`src/rtl/udfc_pkg.sv`:
```
// udfc_pkg: offsets, field positions, reset values and codes for the uart control slice.
// assumes a byte-wide register port with a three-bit offset.
package udfc_pkg;
    localparam logic [2:0] OFS_DATA_DIV_LOW = 3'h0;
    localparam logic [2:0] OFS_IER_DIV_HIGH = 3'h1;
    localparam logic [2:0] OFS_FCR_IIR = 3'h2;
    localparam logic [2:0] OFS_LINE_CTRL = 3'h3;

    localparam int LCR_LATCH_BIT = 7;
    localparam int DIVH_CLK_SEL_BIT = 7;
    localparam int IER_RX_AVAIL_BIT = 0;
    localparam int IER_TX_EMPTY_BIT = 1;
    localparam int IER_LINE_ERR_BIT = 2;
    localparam int IER_MODEM_BIT = 3;
    localparam int FCR_QUEUES_ON_BIT = 0;
    localparam int FCR_RX_FLUSH_BIT = 1;
    localparam int FCR_TX_FLUSH_BIT = 2;
    localparam int FCR_LEVEL_LO_BIT = 6;

    localparam logic [7:0] DIV_LOW_RESET = 8'h00;
    localparam logic [7:0] DIV_HIGH_RESET = 8'h00;
    localparam logic [3:0] IER_RESET = 4'h0;
    localparam logic [7:0] LCR_RESET = 8'h00;
    localparam logic [1:0] LEVEL_RESET = 2'h0;

    localparam logic [3:0] LEVEL_BYTES_0 = 4'h1;
    localparam logic [3:0] LEVEL_BYTES_1 = 4'h4;
    localparam logic [3:0] LEVEL_BYTES_2 = 4'h8;
    localparam logic [3:0] LEVEL_BYTES_3 = 4'hE;

    localparam logic [3:0] ID_NONE = 4'h1;
    localparam logic [3:0] ID_LINE_ERR = 4'h6;
    localparam logic [3:0] ID_RX_AVAIL = 4'h4;
    localparam logic [3:0] ID_TIMEOUT = 4'hC;
    localparam logic [3:0] ID_TX_EMPTY = 4'h2;
    localparam logic [3:0] ID_MODEM = 4'h0;

    localparam logic [7:0] READ_EMPTY = 8'h00;
    localparam logic [14:0] DIV_ZERO = 15'h0000;
    localparam logic [14:0] DIV_ONE = 15'h0001;
endpackage

```
`src/rtl/udfc_ctrl.sv`:
```
// udfc_ctrl: divisor latch, interrupt enables, fifo control and identification readback.
// assumes register port strobes, clock ticks and pending levels are synchronous to clk.
`timescale 1ns/1ns
module udfc_ctrl
    import udfc_pkg::*;
(
    input wire logic clk,
    input wire logic reset_n,
    input wire logic [2:0] reg_addr,
    input wire logic reg_wr,
    input wire logic reg_rd,
    input wire logic [7:0] reg_wdata,
    output logic [7:0] reg_rdata,
    input wire logic external_clock_choice,
    input wire logic slow_internal_clock,
    input wire logic fast_internal_clock,
    input wire logic external_clock_tick,
    input wire logic line_error_pend,
    input wire logic rx_data_pend,
    input wire logic rx_timeout_pend,
    input wire logic tx_empty_pend,
    input wire logic [3:0] modem_status,
    input wire logic modem_status_read,
    output logic baud16_tick,
    output logic serial_irq,
    output logic queues_on,
    output logic [3:0] rx_threshold,
    output logic tx_queue_flush,
    output logic rx_queue_flush,
    output logic divisor_latch_access
);

////////////////////////////////////////////////////////////////////////////////
// reset release

    logic rst_meta_ff;
    logic rst_n_ff;

    always_ff @(posedge clk or negedge reset_n) begin
        if (!reset_n) begin
            rst_meta_ff <= 1'b0;
            rst_n_ff <= 1'b0;
        end else begin
            rst_meta_ff <= 1'b1;
            rst_n_ff <= rst_meta_ff;
        end
    end

////////////////////////////////////////////////////////////////////////////////
// register state

    logic [7:0] div_low_ff;
    logic [7:0] div_high_ff;
    logic [3:0] ier_ff;
    logic [7:0] lcr_ff;
    logic queues_on_ff;
    logic [1:0] rx_level_ff;
    logic tx_flush_ff;
    logic rx_flush_ff;
    logic [3:0] modem_prev_ff;
    logic modem_pend_ff;
    logic irq_ff;
    logic [7:0] rdata_ff;
    logic [3:0] threshold_ff;

////////////////////////////////////////////////////////////////////////////////
// address decode

    logic latch_sel;
    logic wr_div_low;
    logic wr_div_high;
    logic wr_ier;
    logic wr_fcr;
    logic wr_lcr;
    logic fcr_keep_on;

    assign latch_sel = lcr_ff[LCR_LATCH_BIT];
    assign wr_div_low = reg_wr && reg_addr == OFS_DATA_DIV_LOW && latch_sel;
    assign wr_div_high = reg_wr && reg_addr == OFS_IER_DIV_HIGH && latch_sel;
    assign wr_ier = reg_wr && reg_addr == OFS_IER_DIV_HIGH && !latch_sel;
    assign wr_fcr = reg_wr && reg_addr == OFS_FCR_IIR;
    assign wr_lcr = reg_wr && reg_addr == OFS_LINE_CTRL;
    // other fcr bits only land when the same write keeps the queues enabled
    assign fcr_keep_on = reg_wdata[FCR_QUEUES_ON_BIT];

////////////////////////////////////////////////////////////////////////////////
// fifo control decode

    logic nxt_queues_on;
    logic queues_falling;
    logic nxt_tx_flush;
    logic nxt_rx_flush;
    logic [1:0] nxt_rx_level;
    logic [3:0] nxt_threshold;

    assign nxt_queues_on = wr_fcr ? reg_wdata[FCR_QUEUES_ON_BIT] : queues_on_ff;
    assign queues_falling = queues_on_ff && !nxt_queues_on;
    // bit 3 is never looked at: no dma request pins exist
    assign nxt_tx_flush = (wr_fcr && fcr_keep_on && reg_wdata[FCR_TX_FLUSH_BIT])
        || queues_falling;
    assign nxt_rx_flush = (wr_fcr && fcr_keep_on && reg_wdata[FCR_RX_FLUSH_BIT])
        || queues_falling;
    assign nxt_rx_level = (wr_fcr && fcr_keep_on) ?
        reg_wdata[FCR_LEVEL_LO_BIT+1:FCR_LEVEL_LO_BIT] : rx_level_ff;

    always_comb begin
        unique case (nxt_rx_level)
            2'h0: nxt_threshold = LEVEL_BYTES_0;
            2'h1: nxt_threshold = LEVEL_BYTES_1;
            2'h2: nxt_threshold = LEVEL_BYTES_2;
            2'h3: nxt_threshold = LEVEL_BYTES_3;
        endcase
    end

////////////////////////////////////////////////////////////////////////////////
// interrupt sources and identification

    logic modem_change;
    logic nxt_modem_pend;
    logic en_line;
    logic en_rx;
    logic en_tout;
    logic en_tx;
    logic en_modem;
    logic any_enabled;
    logic [3:0] int_id;
    logic nxt_irq;

    assign modem_change = modem_status != modem_prev_ff;
    // a change in the same cycle as the status read keeps the pending flag
    assign nxt_modem_pend = modem_change || (modem_pend_ff && !modem_status_read);

    assign en_line = ier_ff[IER_LINE_ERR_BIT] && line_error_pend;
    assign en_rx = ier_ff[IER_RX_AVAIL_BIT] && rx_data_pend;
    assign en_tout = ier_ff[IER_RX_AVAIL_BIT] && queues_on_ff && rx_timeout_pend;
    assign en_tx = ier_ff[IER_TX_EMPTY_BIT] && tx_empty_pend;
    assign en_modem = ier_ff[IER_MODEM_BIT] && modem_pend_ff;
    assign any_enabled = en_line || en_rx || en_tout || en_tx || en_modem;

    // identification is inhibited whenever nothing enabled is pending
    assign int_id = en_line ? ID_LINE_ERR :
        en_rx ? ID_RX_AVAIL :
        en_tout ? ID_TIMEOUT :
        en_tx ? ID_TX_EMPTY :
        en_modem ? ID_MODEM : ID_NONE;
    assign nxt_irq = any_enabled;

////////////////////////////////////////////////////////////////////////////////
// read mux

    logic [7:0] iir_value;
    logic [7:0] read_value;

    assign iir_value = {queues_on_ff, queues_on_ff, 2'h0, int_id};
    assign read_value =
        (reg_addr == OFS_DATA_DIV_LOW && latch_sel) ? div_low_ff :
        (reg_addr == OFS_IER_DIV_HIGH && latch_sel) ? div_high_ff :
        (reg_addr == OFS_IER_DIV_HIGH) ? {4'h0, ier_ff} :
        (reg_addr == OFS_FCR_IIR) ? iir_value :
        (reg_addr == OFS_LINE_CTRL) ? lcr_ff : READ_EMPTY;

////////////////////////////////////////////////////////////////////////////////
// registers

    always_ff @(posedge clk or negedge rst_n_ff) begin
        if (!rst_n_ff) begin
            div_low_ff <= DIV_LOW_RESET;
            div_high_ff <= DIV_HIGH_RESET;
            ier_ff <= IER_RESET;
            lcr_ff <= LCR_RESET;
        end else begin
            if (wr_div_low) begin
                div_low_ff <= reg_wdata;
            end
            if (wr_div_high) begin
                div_high_ff <= reg_wdata;
            end
            if (wr_ier) begin
                ier_ff <= reg_wdata[3:0];
            end
            if (wr_lcr) begin
                lcr_ff <= reg_wdata;
            end
        end
    end

    always_ff @(posedge clk or negedge rst_n_ff) begin
        if (!rst_n_ff) begin
            queues_on_ff <= 1'b0;
            rx_level_ff <= LEVEL_RESET;
            threshold_ff <= LEVEL_BYTES_0;
            tx_flush_ff <= 1'b0;
            rx_flush_ff <= 1'b0;
        end else begin
            queues_on_ff <= nxt_queues_on;
            rx_level_ff <= nxt_rx_level;
            threshold_ff <= nxt_threshold;
            tx_flush_ff <= nxt_tx_flush;
            rx_flush_ff <= nxt_rx_flush;
        end
    end

    always_ff @(posedge clk or negedge rst_n_ff) begin
        if (!rst_n_ff) begin
            modem_prev_ff <= 4'h0;
            modem_pend_ff <= 1'b0;
            irq_ff <= 1'b0;
            rdata_ff <= READ_EMPTY;
        end else begin
            modem_prev_ff <= modem_status;
            modem_pend_ff <= nxt_modem_pend;
            irq_ff <= nxt_irq;
            if (reg_rd) begin
                rdata_ff <= read_value;
            end
        end
    end

////////////////////////////////////////////////////////////////////////////////
// baud clock selection and divider

    logic internal_tick;
    logic chosen_tick;
    logic [14:0] divisor;

    assign internal_tick = div_high_ff[DIVH_CLK_SEL_BIT] ?
        fast_internal_clock : slow_internal_clock;
    // the select bit is simply not consulted on the external path
    assign chosen_tick = external_clock_choice ?
        external_clock_tick : internal_tick;
    assign divisor = {div_high_ff[6:0], div_low_ff};

    udfc_baud_div u_baud_div (
        .clk(clk),
        .rst_n(rst_n_ff),
        .tick_in(chosen_tick),
        .divisor(divisor),
        .baud16_out(baud16_tick)
    );

////////////////////////////////////////////////////////////////////////////////
// outputs

    assign reg_rdata = rdata_ff;
    assign serial_irq = irq_ff;
    assign queues_on = queues_on_ff;
    assign rx_threshold = threshold_ff;
    assign tx_queue_flush = tx_flush_ff;
    assign rx_queue_flush = rx_flush_ff;
    assign divisor_latch_access = lcr_ff[LCR_LATCH_BIT];

////////////////////////////////////////////////////////////////////////////////
// checks

    a_div_low_write: assert property (@(posedge clk) disable iff (!rst_n_ff)
        (reg_wr && reg_addr == OFS_DATA_DIV_LOW && lcr_ff[LCR_LATCH_BIT])
        |=> div_low_ff == $past(reg_wdata))
        else $error("divisor low byte not written");

    a_div_high_read: assert property (@(posedge clk) disable iff (!rst_n_ff)
        (reg_wr && reg_addr == OFS_IER_DIV_HIGH && lcr_ff[LCR_LATCH_BIT])
        ##1 !reg_wr
        ##1 (reg_rd && reg_addr == OFS_IER_DIV_HIGH && lcr_ff[LCR_LATCH_BIT] && !reg_wr)
        |=> reg_rdata == $past(reg_wdata, 3))
        else $error("divisor high byte readback wrong");

    a_ier_reserved_zero: assert property (@(posedge clk) disable iff (!rst_n_ff)
        (reg_rd && reg_addr == OFS_IER_DIV_HIGH && !lcr_ff[LCR_LATCH_BIT])
        |=> reg_rdata[7:4] == 4'h0)
        else $error("enable register reserved bits not zero");

    a_irq_all_masked: assert property (@(posedge clk) disable iff (!rst_n_ff)
        (ier_ff == 4'h0) [*2] |-> !serial_irq)
        else $error("interrupt raised with all enables clear");

    a_rx_avail_irq: assert property (@(posedge clk) disable iff (!rst_n_ff)
        (rx_data_pend && ier_ff[IER_RX_AVAIL_BIT]) |=> serial_irq)
        else $error("data available interrupt not raised");

    a_tx_flush_pulse: assert property (@(posedge clk) disable iff (!rst_n_ff)
        (reg_wr && reg_addr == OFS_FCR_IIR && reg_wdata[0] && reg_wdata[2])
        |=> tx_queue_flush ##1 (!tx_queue_flush || $past(reg_wr)))
        else $error("transmit flush not a single pulse");

    a_rx_flush_pulse: assert property (@(posedge clk) disable iff (!rst_n_ff)
        (reg_wr && reg_addr == OFS_FCR_IIR && reg_wdata[FCR_QUEUES_ON_BIT]
            && reg_wdata[FCR_RX_FLUSH_BIT])
        |=> rx_queue_flush ##1 (!rx_queue_flush || $past(reg_wr)))
        else $error("receive flush not a single pulse");

    // flush pulses only ever follow a fifo control write
    a_flush_source: assert property (@(posedge clk) disable iff (!rst_n_ff)
        !reg_wr |=> (!tx_queue_flush && !rx_queue_flush))
        else $error("flush pulse without a write");

    a_queues_on_write: assert property (@(posedge clk) disable iff (!rst_n_ff)
        (reg_wr && reg_addr == OFS_FCR_IIR)
        |=> queues_on == $past(reg_wdata[FCR_QUEUES_ON_BIT]))
        else $error("queue enable not taken from bit 0");

    a_fcr_gated: assert property (@(posedge clk) disable iff (!rst_n_ff)
        (reg_wr && reg_addr == OFS_FCR_IIR && !reg_wdata[FCR_QUEUES_ON_BIT])
        |=> rx_threshold == $past(rx_threshold))
        else $error("trigger level changed by a disabling write");

    a_ier_write: assert property (@(posedge clk) disable iff (!rst_n_ff)
        (reg_wr && reg_addr == OFS_IER_DIV_HIGH && !lcr_ff[LCR_LATCH_BIT])
        |=> ier_ff == $past(reg_wdata[3:0]))
        else $error("interrupt enables not written");

    a_div_high_write: assert property (@(posedge clk) disable iff (!rst_n_ff)
        (reg_wr && reg_addr == OFS_IER_DIV_HIGH && lcr_ff[LCR_LATCH_BIT])
        |=> div_high_ff == $past(reg_wdata))
        else $error("divisor high byte not written");

    a_line_err_irq: assert property (@(posedge clk) disable iff (!rst_n_ff)
        (line_error_pend && ier_ff[IER_LINE_ERR_BIT]) |=> serial_irq)
        else $error("line error interrupt not raised");

    a_tx_empty_irq: assert property (@(posedge clk) disable iff (!rst_n_ff)
        (tx_empty_pend && ier_ff[IER_TX_EMPTY_BIT]) |=> serial_irq)
        else $error("transmit empty interrupt not raised");

    // a change shows on the interrupt two edges later, via the sticky flag
    a_modem_irq: assert property (@(posedge clk) disable iff (!rst_n_ff)
        ((modem_status != modem_prev_ff) && ier_ff[IER_MODEM_BIT])
        ##1 ier_ff[IER_MODEM_BIT] |=> serial_irq)
        else $error("modem change interrupt not raised");

    a_line_err_first: assert property (@(posedge clk) disable iff (!rst_n_ff)
        (reg_rd && reg_addr == OFS_FCR_IIR && line_error_pend && ier_ff[IER_LINE_ERR_BIT])
        |=> reg_rdata[3:0] == ID_LINE_ERR)
        else $error("line error not identified first");

    a_timeout_id: assert property (@(posedge clk) disable iff (!rst_n_ff)
        (reg_rd && reg_addr == OFS_FCR_IIR && queues_on_ff && rx_timeout_pend
            && ier_ff[IER_RX_AVAIL_BIT] && !line_error_pend && !rx_data_pend)
        |=> reg_rdata == {2'h3, 2'h0, ID_TIMEOUT})
        else $error("character timeout not identified");

    a_mode_exit_flush: assert property (@(posedge clk) disable iff (!rst_n_ff)
        $fell(queues_on) |-> (tx_queue_flush && rx_queue_flush))
        else $error("leaving queue mode did not flush both queues");

    a_level_code: assert property (@(posedge clk) disable iff (!rst_n_ff)
        (reg_wr && reg_addr == OFS_FCR_IIR && reg_wdata[0] && reg_wdata[7:6] == 2'h3)
        |=> rx_threshold == 4'hE)
        else $error("trigger level fourteen not selected");

    a_dma_bit_inert: assert property (@(posedge clk) disable iff (!rst_n_ff)
        (reg_wr && reg_addr == OFS_FCR_IIR && reg_wdata[3] && !reg_wdata[0] && !queues_on)
        |=> !queues_on && !tx_queue_flush && !rx_queue_flush)
        else $error("dma bit changed operation");
endmodule

```
`src/rtl/udfc_baud_div.sv`:
```
// udfc_baud_div: divides a selected baud clock tick stream by a fifteen-bit divisor.
// assumes tick_in is a one-cycle pulse synchronous to clk.
`timescale 1ns/1ns
module udfc_baud_div
    import udfc_pkg::*;
(
    input wire logic clk,
    input wire logic rst_n,
    input wire logic tick_in,
    input wire logic [14:0] divisor,
    output logic baud16_out
);
    logic [14:0] count_ff;
    logic baud_ff;
    logic wrap;
    logic [14:0] nxt_count;

    // a zero divisor never wraps, so no pulse comes out (the count still steps on each tick), rather than running at tick rate
    assign wrap = tick_in && (divisor != DIV_ZERO) && (count_ff >= divisor - DIV_ONE);
    assign nxt_count = wrap ? DIV_ZERO : (tick_in ? count_ff + DIV_ONE : count_ff);

    always_ff @(posedge clk or negedge rst_n) begin
        if (!rst_n) begin
            count_ff <= DIV_ZERO;
            baud_ff <= 1'b0;
        end else begin
            count_ff <= nxt_count;
            baud_ff <= wrap;
        end
    end

    assign baud16_out = baud_ff;

    a_div_period: assert property (@(posedge clk) disable iff (!rst_n)
        (tick_in && divisor == DIV_ONE) |=> baud16_out)
        else $error("divide by one missed a tick");
endmodule

```
`config.mk`:
```
export PLATFORM = sky130hd
export DESIGN_NAME = udfc_ctrl
export DESIGN_NICKNAME = d
export VERILOG_FILES = /design/src/rtl/udfc_pkg.sv /design/src/rtl/udfc_ctrl.sv /design/src/rtl/udfc_baud_div.sv
export SDC_FILE = /design/constraint.sdc
export NUM_CORES = 1
export LEC_CHECK = 0
export ABC_AREA = 1
export ABC_CLOCK_PERIOD_IN_PS = 3750
export BUFFER_PORTS_ARGS = -buffer_cell sky130_fd_sc_hd__buf_4
export CAP_MARGIN = 20
export CORE_UTILIZATION = 40
export CTS_BUF_LIST = sky130_fd_sc_hd__clkbuf_4 sky130_fd_sc_hd__clkbuf_8
export CTS_CLUSTER_SIZE = 14
export DETAILED_ROUTE_END_ITERATION = 10
export PLACE_DENSITY = 0.6
export SLEW_MARGIN = 10
export SYNTH_ARGS = -nofsm -noshare
export SYNTH_HDL_FRONTEND = slang
export SYNTH_SLANG_ARGS = --single-unit
```
`constraint.sdc`:
```
create_clock -name clk -period 3.75 [get_ports clk]
set_input_delay 0.375 -clock clk [delete_from_list [all_inputs] [get_ports clk]]
set_output_delay 0.375 -clock clk [all_outputs]
set_load 0.05 [all_outputs]
```
==> impl_metrics.json, run 1 <==
{
  "run_status": "completed",
  "nets": 576,
  "cts.sink_count": 67,
  "dieArea_um2": 9868,
  "drive_gt1_frac": 0.1981,
  "die_height_um": 99.34,
  "postCtsSetupRepairBufs": 0,
  "detail-route-antenna-nets": 0,
  "synth_area_leader_cell": "dfrtp_1",
  "met3WireLength_um": 368,
  "routed_via_count": 3121,
  "io-pin-count": 46,
  "clock_tree.htree_level_count": 3,
  "grt_first_pass_wirelength_um": 14660,
  "routedLengthMet1_um": 3929,
  "hold_path_class": "in -> reg",
  "max-vdd-ir-drop_mv": 0.2796,
  "dr.max_layer_used": "met4",
  "end_kind": "register",
  "detail_route.wirelength_um": 8480,
  "final-instance-count-excl-fill": 646,
  "first_global_vias": 3075,
  "setup.worst_path.start_class": "register",
  "route.met2.wl_um": 4042,
  "power_leakage_nw": 2.266,
  "tritoncts": "yes",
  "timing.fmax_ghz": 0.3697,
  "gp_congestion": 0.8366,
  "synth.area.top_cells": "dfrtp_1 44%, nand2_1 13%, ha_1 5.9%",
  "clkSlewWorstSetupHoldPaths_ns": 0.07,
  "clock_latency_ns": 0.35,
  "synth-seq-cells": 67,
  "syn_to_final_growth_pct": 17.50,
  "initial_antenna_violation_count": 0,
  "dpl.hpwl_um": 6614,
  "max-slew-margin-rel": 0.5965,
  "overflow": 0,
  "floorplan.die.width_um": 99.34,
  "tightest_slew_ns": 0.6053,
  "synth.cell_area_um2": 3790,
  "routed_wire_length_per_instance_um": 13.13,
  "final_common_cell": "nand2_1",
  "diode_count": 0,
  "p_per_area_nw_per_um2": 614.3,
  "sequential_cell_area_fraction_in_the_yosys_report": 0.4427,
  "crit_type": "reg -> reg",
  "fp.coreArea_um2": 9196,
  "grt_start_max_net_pins": 50,
  "place_inst": 629,
  "iter_0_drt_violations": 124,
  "max_cap_violations": 0,
  "worst-endpoint-required_ns": 3.99,
  "number_of_nets_in_the_synthesized_netlist": 523,
  "area_share_of_the_largest_cell_type_after_synthesis": 0.4358,
  "synth-main-ff-cell": "dfrtp_1",
  "initial_utilization": 0.4121,
  "worst_ep_arrival_time_ns": 2.94,
  "timing.final.hold_violations": 0,
  "rsz0062_at_grt": "no",
  "number_of_flops_mapped_to_enable_cells_by_yosys": 0,
  "mostFrequentLayoutCells": "136 x nand2_1, 65 x dfrtp_1, 52 x inv_1",
  "cts_max_path_buffers": 2,
  "cts_repair_resize_count": 0,
  "io_buffer_count": 45,
  "placement_rows": 35,
  "finalWorstPathRequiredPeriod_ns": 2.705,
  "vias_per_cell": 4.831,
  "drv_slew": 0,
  "timing.critical_path.fanout_max": 13,
  "async_flop_share": 1.000,
  "cts.hold.buffers_added": 1,
  "final.setup.tns_ns": 0,
  "drc": 0,
  "final.hold.worst_slack_ns": 0.1393,
  "post-route-util": 0.4842,
  "design_power_total_mw": 2.736,
  "track_usage": 0.1909,
  "dr.pass1.iters": 4,
  "library_cells_used_by_synthesis": 35,
  "netlist_instances": 477,
  "setup_viol_count_final": 0,
  "worst_clock_skew_ns": 0.009323,
  "syn-mean-instance-area_um2": 7.945,
  "yosysWarnings": 0,
  "final_cycle_utilization_of_the_critical_path": 0.7214,
  "clockRootBuffer": "clkbuf_8",
  "cts_buffers": 9
}
power by group:
part / switching [mW] / internal [mW] / total, mW
Clock: 0.295 / 0.314 / 0.609
Combinational: 0.674 / 0.398 / 1.07
Sequential: 0.180 / 0.874 / 1.05
cells in the mapped netlist (7+ instances only):
cell type,count
inv_2,12
nand2_1,136
o21ai_1,34
xor2_1,11
dfrtp_1,66
a21oi_1,12
nor2_2,8
xnor2_1,7
o21ai_0,12
inv_1,52
nand2_2,8
nor2_1,37
nand4_1,8
ha_1,18
nand3_1,25
flip-flops by register name, summed over array words and instances (netlist names):
| signal | cells |
|---|---|
| rx_queue_flush | 1 |
| div_low_ff | 8 |
| ier_ff | 4 |
| rst_n_ff | 1 |
| modem_prev_ff | 4 |
| queues_on | 1 |
| rst_meta_ff | 1 |
| serial_irq | 1 |
| u_baud_div.baud16_out | 1 |
| rx_level_ff | 2 |
| reg_rdata | 8 |
| lcr_ff | 8 |
| modem_pend_ff | 1 |
| u_baud_div.count_ff | 15 |
| tx_queue_flush | 1 |
| rx_threshold | 2 |
| div_high_ff | 8 |
metal layers:
layer  vias up  global-route usage
li1       1622                   -
met1      1423              0.2409
met2        63              0.3221
met3        13             0.04498
met4         0             0.06448
met5         -                   0
stage by stage:
step                      setup WS [ns]  area (um^2)
after global routing             0.7510         4453
after global placement            1.124         4245
after detailed placement          1.033         4245
after floorplan                   1.312         3790
final                             1.045         4453
after CTS                         1.032         4453
area by class of cell:
cell class	count	area, um^2
fillers	911	4743
inverters	64	240.2
multi-input cells	341	1842
flip-flops and latches	67	1679
well taps	111	138.9
clock buffers	10	131.4
clock inverters	6	66.31
repair buffers	47	355.3
worst max-delay path: stages (launching register included):
cell     delay, ns
dfrtp_1       0.40
inv_1         0.14
ha_1          0.23
nand2_1       0.12
nor3_2        0.25
nand3_1       0.11
xor2_1        0.16
ha_1          0.30
nand2_1       0.09
nor2_1        0.14
inv_1         0.05
nor2_1        0.10
nand2_1       0.05
nand3_1       0.07
nand2_2       0.09
inv_2         0.21
nor2_1        0.08
worst paths after layout:
check / start / endpoint / slack, ns / depth (start not counted)
setup / recovery: div_low_ff[0] / u_baud_div.count_ff[5] / 1.04 / 16
hold / removal: modem_status[3] / modem_prev_ff[3] / 0.14 / 1
setup reg to reg: div_low_ff[0] / u_baud_div.count_ff[5] / 1.04 / 16
hold reg to reg: rst_n_ff / u_baud_div.count_ff[2] / 0.20 / 0
max in group asynchronous: rst_n_ff / ier_ff[2] / 2.60 / 1
min in group asynchronous: rst_n_ff / u_baud_div.count_ff[2] / 0.20 / 0
cell families (layout without fill, tap and decap cells):
logic type | count (synthesis) | count (layout) | synth area share
XOR/XNOR | 18 | 18 | 0.04160
AO/OA/AOI/OAI | 67 | 67 | 0.09475
other | 1 | 1 | 0.0009895
flip-flops | 67 | 67 | 0.4427
adder cells (fa/ha/maj) | 18 | 18 | 0.05943
AND/OR/NAND/NOR | 237 | 237 | 0.2892
buffers and inverters | 69 | 127 | 0.07131
Power figures use the tool's default switching activity.
==> inputs of run 2 (changes only) <==
--- a/config.mk
+++ b/config.mk
@@ -6,7 +6,7 @@
 export NUM_CORES = 1
 export LEC_CHECK = 0
 export ABC_AREA = 1
-export ABC_CLOCK_PERIOD_IN_PS = 3750
+export ABC_CLOCK_PERIOD_IN_PS = 2500
 export BUFFER_PORTS_ARGS = -buffer_cell sky130_fd_sc_hd__buf_4
 export CAP_MARGIN = 20
 export CORE_UTILIZATION = 40
==> constraint.sdc (replaced) <==
create_clock -name clk -period 2.5 [get_ports clk]
set_input_delay 0.25 -clock clk [delete_from_list [all_inputs] [get_ports clk]]
set_output_delay 0.25 -clock clk [all_outputs]
set_load 0.05 [all_outputs]
==> impl_metrics.json, run 2 (synthesis results as in run 1) <==
{
  "cts_buffers": 9,
  "worstReg2RegStart": "div_low_ff[0]",
  "worst-path-stages": 18,
  "initial_antenna_violation_count": 0,
  "detail-route-antenna-nets": 0,
  "timing.critical_path.fanout_max": 3,
  "setup_viol_count_final": 0,
  "launch_point_of_the_worst_path": "div_low_ff[0]",
  "cts.sink_count": 67,
  "vias_per_cell": 4.885,
  "routed_wire_length_per_instance_um": 13.79,
  "drive_gt1_frac": 0.2788,
  "final_common_cell": "nand2_1",
  "crit_type": "reg -> reg",
  "setup.worst_path.start_class": "register",
  "io_buffer_count": 45,
  "first_global_vias": 3135,
  "iter_0_drt_violations": 101,
  "critPathBufInv": 4,
  "max_cap_violations": 0,
  "dr.pass1.iters": 4,
  "worst_clock_skew_ns": 0.01385,
  "track_usage": 0.1959,
  "drc": 0,
  "post-route-util": 0.5256,
  "worst_ep_arrival_time_ns": 2.78,
  "crit_path_frequent_cell": "nand2_1",
  "critPathMaxStageDelay_ns": 0.41,
  "cts_max_path_buffers": 2,
  "fp.coreArea_um2": 9196,
  "worst-endpoint-required_ns": 2.79,
  "timing.fmax_ghz": 0.4005,
  "timing.final.hold_violations": 0,
  "placement_rows": 35,
  "nets": 597,
  "mostFrequentLayoutCells": "129 x nand2_1, 64 x dfrtp_1, 62 x buf_4",
  "crit_path_top_delay_cell": "dfrtp_1",
  "diode_count": 0,
  "place_inst": 642,
  "hold_path_class": "in -> reg",
  "max-vdd-ir-drop_mv": 0.4313,
  "io-pin-count": 46,
  "reg2reg_capture_point": "u_baud_div.count_ff[14]",
  "reg2reg_setup_slack_ns": 0.003,
  "worst_path_dominant_cell_family": "simple AND/OR/NAND/NOR gates",
  "tritoncts": "yes",
  "dpl.hpwl_um": 6680,
  "p_per_area_nw_per_um2": 989.5,
  "worstSetupEndpoint": "u_baud_div.count_ff[14]",
  "rsz0062_at_grt": "yes",
  "worstPathCellList": "inv_2 > ha_2 > nand2_2 > buf_4 > nor2_4 > nand2_2 > xor2_2 > ha_4 > nand2_1 > inv_1 > nand2_1 > nand2_1 > a21oi_2 > nand3_1 > nand2_2 > buf_6 > nand3_1 > nand2_1",
  "run_status": "completed",
  "die_height_um": 99.34,
  "clkSlewWorstSetupHoldPaths_ns": 0.08,
  "overflow": 0,
  "floorplan.die.width_um": 99.34,
  "largest_register": "u_baud_div.count_ff",
  "grt_first_pass_wirelength_um": 14920,
  "clock_tree.htree_level_count": 3,
  "detail_route.wirelength_um": 9201,
  "finalWorstPathRequiredPeriod_ns": 2.497,
  "final_cycle_utilization_of_the_critical_path": 0.9988,
  "fill_cells": 894,
  "drv_slew": 0,
  "clock_latency_ns": 0.35,
  "gp_congestion": 0.8381,
  "final.setup.tns_ns": 0,
  "initial_utilization": 0.4121,
  "end_kind": "register",
  "grt_start_max_net_pins": 66,
  "r2r.worst_path.cells": 18,
  "final-instance-count-excl-fill": 667,
  "dieArea_um2": 9868,
  "syn_to_final_growth_pct": 27.53,
  "power_leakage_nw": 2.421,
  "clockRootBuffer": "clkbuf_8",
  "number_of_flip_flops_under_the_largest_register_name": 15,
  "routed_via_count": 3258
}
## run 2: changes by cell type in the layout (fill, tap and decap cells not counted), moves of 4 or more
cell     change
nor2_1       -6
ha_1         -4
nand2_1      -7
nand2_2      +5
buf_4       +16
inv_1        -4
## run 2: layout make-up
| class | instances | area [um^2] | share of cell area |
|---|---|---|---|
| Sequential cell | 67 | 1680 | 0.3477 |
| Tap cell | 111 | 138.9 | 0.02873 |
| Timing Repair Buffer | 68 | 536.8 | 0.1111 |
| Multi-Input combinational cell | 341 | 1988 | 0.4113 |
| Clock buffer | 10 | 131.4 | 0.02718 |
| Clock inverter | 6 | 115.1 | 0.02382 |
| Inverter | 64 | 242.7 | 0.05022 |
## run 2: worst register-to-register path: cells and delay by family (launching register included)
kind	cells	cell delay [ns]
simple gates	10	0.82
buf+inv	4	0.42
fa+ha+maj	2	0.42
flops	1	0.41
xor+xnor	1	0.24
compound gates	1	0.14
## run 2: per-stage QoR
step | hold WS (ns) | worst slack [ns] | area [um^2] | power (mW)
3_5_place_dp | 0.03453 | -0.01846 | 4355 | 3.322
2_1_floorplan | -0.04559 | 0.06182 | 3790 | 2.777
3_3_place_gp | 0.03245 | 0.07500 | 4355 | 3.275
5_1_grt | 0.001001 | -0.1243 | 4833 | 5.138
6_report | 0.02065 | 0.002991 | 4833 | 4.783
4_1_cts | 0.0007433 | 0.004008 | 4644 | 4.487
## run 2: metal layers
layer  up-vias  GRT usage  wire [um]
met2        66     0.3259       4564
met5         -          0          0
met3        21    0.03233        294
met1      1507     0.2491       4108
li1       1664          -          -
met4         0    0.09276        234
## run 2: worst min path at each step
stage                                from                to  slack (ns)  depth (start not counted)
after floorplan                   reset_n       rst_meta_ff       -0.05                          0
after global placement            reset_n       rst_meta_ff        0.03                          1
after detailed placement          reset_n       rst_meta_ff        0.03                          1
after CTS                 modem_status[3]  modem_prev_ff[3]      0.0007                          1
after global routing      modem_status[2]  modem_prev_ff[2]       0.001                          1
final                     modem_status[2]  modem_prev_ff[2]        0.02                          1
## run 2: power breakdown
group / switching [mW] / leakage, nW / internal (mW)
Combinational: 1.26 / 1.45 / 0.850
Clock: 0.447 / 0.120 / 0.677
Sequential: 0.231 / 0.850 / 1.31
## run 2: what timing repair did
action	in CTS	in global routing
setup endpoints to repair	12	16
endpoints found under the hold margin	4	1
buffers inserted	1	4
gates resized for setup	3	36
pin swaps	2	9
hold buffers	3	1
==> inputs of run 3 (changes only) <==
--- a/config.mk
+++ b/config.mk
@@ -14,6 +14,8 @@
 export CTS_CLUSTER_SIZE = 14
 export DETAILED_ROUTE_END_ITERATION = 10
 export PLACE_DENSITY = 0.6
+export REMOVE_ABC_BUFFERS = 1
+export SETUP_SLACK_MARGIN = 0.05
 export SLEW_MARGIN = 10
 export SYNTH_ARGS = -nofsm -noshare
 export SYNTH_HDL_FRONTEND = slang
==> impl_metrics.json, run 3 (synthesis results as in run 1) <==
{
  "timing.final.hold_violations": 0,
  "floorplan.die.width_um": 99.34,
  "routed_wire_length_per_instance_um": 13.22,
  "max-slew-margin-rel": 0.4457,
  "timing.critical_path.fanout_max": 3,
  "final-instance-count-excl-fill": 667,
  "iter_0_drt_violations": 151,
  "tritoncts": "yes",
  "fill_cells": 921,
  "drive_gt1_frac": 0.2626,
  "syn_to_final_growth_pct": 23.87,
  "clock_tree.htree_level_count": 3,
  "r2r.worst_path.cells": 15,
  "die_height_um": 99.34,
  "reg2reg_capture_point": "u_baud_div.count_ff[14]",
  "clockRootBuffer": "clkbuf_8",
  "clkSlewWorstSetupHoldPaths_ns": 0.07,
  "power_leakage_nw": 2.402,
  "final_cycle_utilization_of_the_critical_path": 0.9716,
  "cts_max_path_buffers": 2,
  "tightest_slew_ns": 0.8314,
  "reg2reg_setup_slack_ns": 0.07,
  "io_buffer_count": 45,
  "max-vdd-ir-drop_mv": 0.3298,
  "detail_route.wirelength_um": 8815,
  "layout.area.seq_um2": 1680,
  "timing.fmax_ghz": 0.4117,
  "routed_via_count": 3238,
  "vias_per_cell": 4.855,
  "rsz0062_at_grt": "yes",
  "cts_buffers": 9,
  "number_of_flip_flops_under_the_largest_register_name": 15,
  "finalWorstPathRequiredPeriod_ns": 2.429,
  "grt_start_max_net_pins": 66,
  "setup_viol_count_final": 0,
  "place_inst": 645,
  "end_kind": "register",
  "cts.sink_count": 67,
  "worst_ep_arrival_time_ns": 2.66,
  "dpl.hpwl_um": 6608,
  "overflow": 0,
  "initial_utilization": 0.4121,
  "dieArea_um2": 9868,
  "crit_type": "reg -> reg",
  "placement_rows": 35,
  "post_dp_cell_area_um2": 4365,
  "area_of_the_multi_input_gates_um2": 1913,
  "worst_hold_path.endpoint": "modem_prev_ff[0]",
  "fin_ws_ns": 0.07105,
  "first_global_vias": 3118,
  "p_per_area_nw_per_um2": 947.4,
  "hold_path_class": "in -> reg",
  "timing.hold.worst.start": "modem_status[0]",
  "final_common_cell": "nand2_1",
  "nets": 598,
  "clock_latency_ns": 0.35,
  "gp_congestion": 0.8834,
  "drv_slew": 0,
  "worst-endpoint-required_ns": 2.73,
  "holdPathStages": 1,
  "diode_count": 0,
  "worst_clock_skew_ns": 0.009392,
  "dr.pass1.iters": 4,
  "fin_area_um2": 4695,
  "detail-route-antenna-nets": 0,
  "largest_register": "u_baud_div.count_ff",
  "grt_first_pass_wirelength_um": 14750,
  "max_cap_violations": 0,
  "mostFrequentLayoutCells": "131 x nand2_1, 67 x buf_4, 64 x dfrtp_1",
  "drc": 0,
  "place_ws_ns": -0.02854,
  "worstReg2RegStart": "div_low_ff[5]",
  "fp.coreArea_um2": 9196,
  "run_status": "completed",
  "setup.worst_path.start_class": "register",
  "track_usage": 0.1922,
  "io-pin-count": 46,
  "initial_antenna_violation_count": 0
}
run 3: cell count changes in the layout (fill, tap and decap cells not counted), sizes merged:
cell	previous run	this run
clkbuf	10	12
bufinv	3	1
clkinvlp	1	0
buf	64	68
dlygate4sd3	4	1
run 3: where the power goes:
| part | total [mW] | internal (mW) | switching [mW] |
|---|---|---|---|
| Combinational | 2.01 | 0.824 | 1.18 |
| Clock | 0.905 | 0.502 | 0.403 |
| Sequential | 1.54 | 1.31 | 0.222 |
run 3: worst max path at each step:
stage                  start                      end  depth (start not counted)
3_3_place_gp   div_low_ff[0]   u_baud_div.count_ff[5]                         16
4_1_cts        div_low_ff[7]   u_baud_div.count_ff[0]                         16
6_report       div_low_ff[5]  u_baud_div.count_ff[14]                         15
2_1_floorplan  div_low_ff[0]   u_baud_div.count_ff[5]                         16
3_5_place_dp   div_low_ff[1]   u_baud_div.count_ff[9]                         16
5_1_grt        div_low_ff[2]  u_baud_div.count_ff[14]                         17
run 3: layout make-up:
cell class	instances	area share
inverter	64	0.05224
multi-input combinational	341	0.4075
clock buffer	12	0.03252
sequential	67	0.3579
clock inverter	3	0.008529
tap	111	0.02958
timing repair buffer	69	0.1117
run 3: repair_timing:
item	in CTS	in global routing
pin swaps	1	11
gates resized for setup	3	23
setup endpoints to repair	15	16
hold endpoints to repair	2	0
buffers inserted	1	5
gates cloned	0	0
hold buffers	1	0
run 3: per-layer routing:
layer | GRT usage | wire length, um
met1 | 0.2525 | 4097
met2 | 0.3136 | 4324
met3 | 0.04568 | 327
met4 | 0.06222 | 66
met5 | 0 | 0
run 3: stage by stage:
stage	power (mW)	TNS (ns)	utilization	hold WS, ns
after floorplan	2.756	0	-	-0.04559
after global placement	3.291	0	0.4747	0.03365
after detailed placement	3.344	-0.07264	0.4747	0.03611
after CTS	4.287	0	0.4984	0.01852
after global routing	4.786	-0.7657	0.5105	0.01608
final	4.448	0	0.5105	0.02730
run 3: worst max-delay path: stages (launching register included):
cell     delay, ns
dfrtp_1       0.40
nor2_2        0.18
nand4_1       0.19
buf_4         0.19
buf_4         0.12
nor2_1        0.10
xnor2_1       0.10
ha_1          0.32
nand4_1       0.10
nor2_1        0.14
nand2_1       0.08
nand3_2       0.09
nand2_4       0.07
buf_6         0.13
nand3_1       0.05
nand2_1       0.05
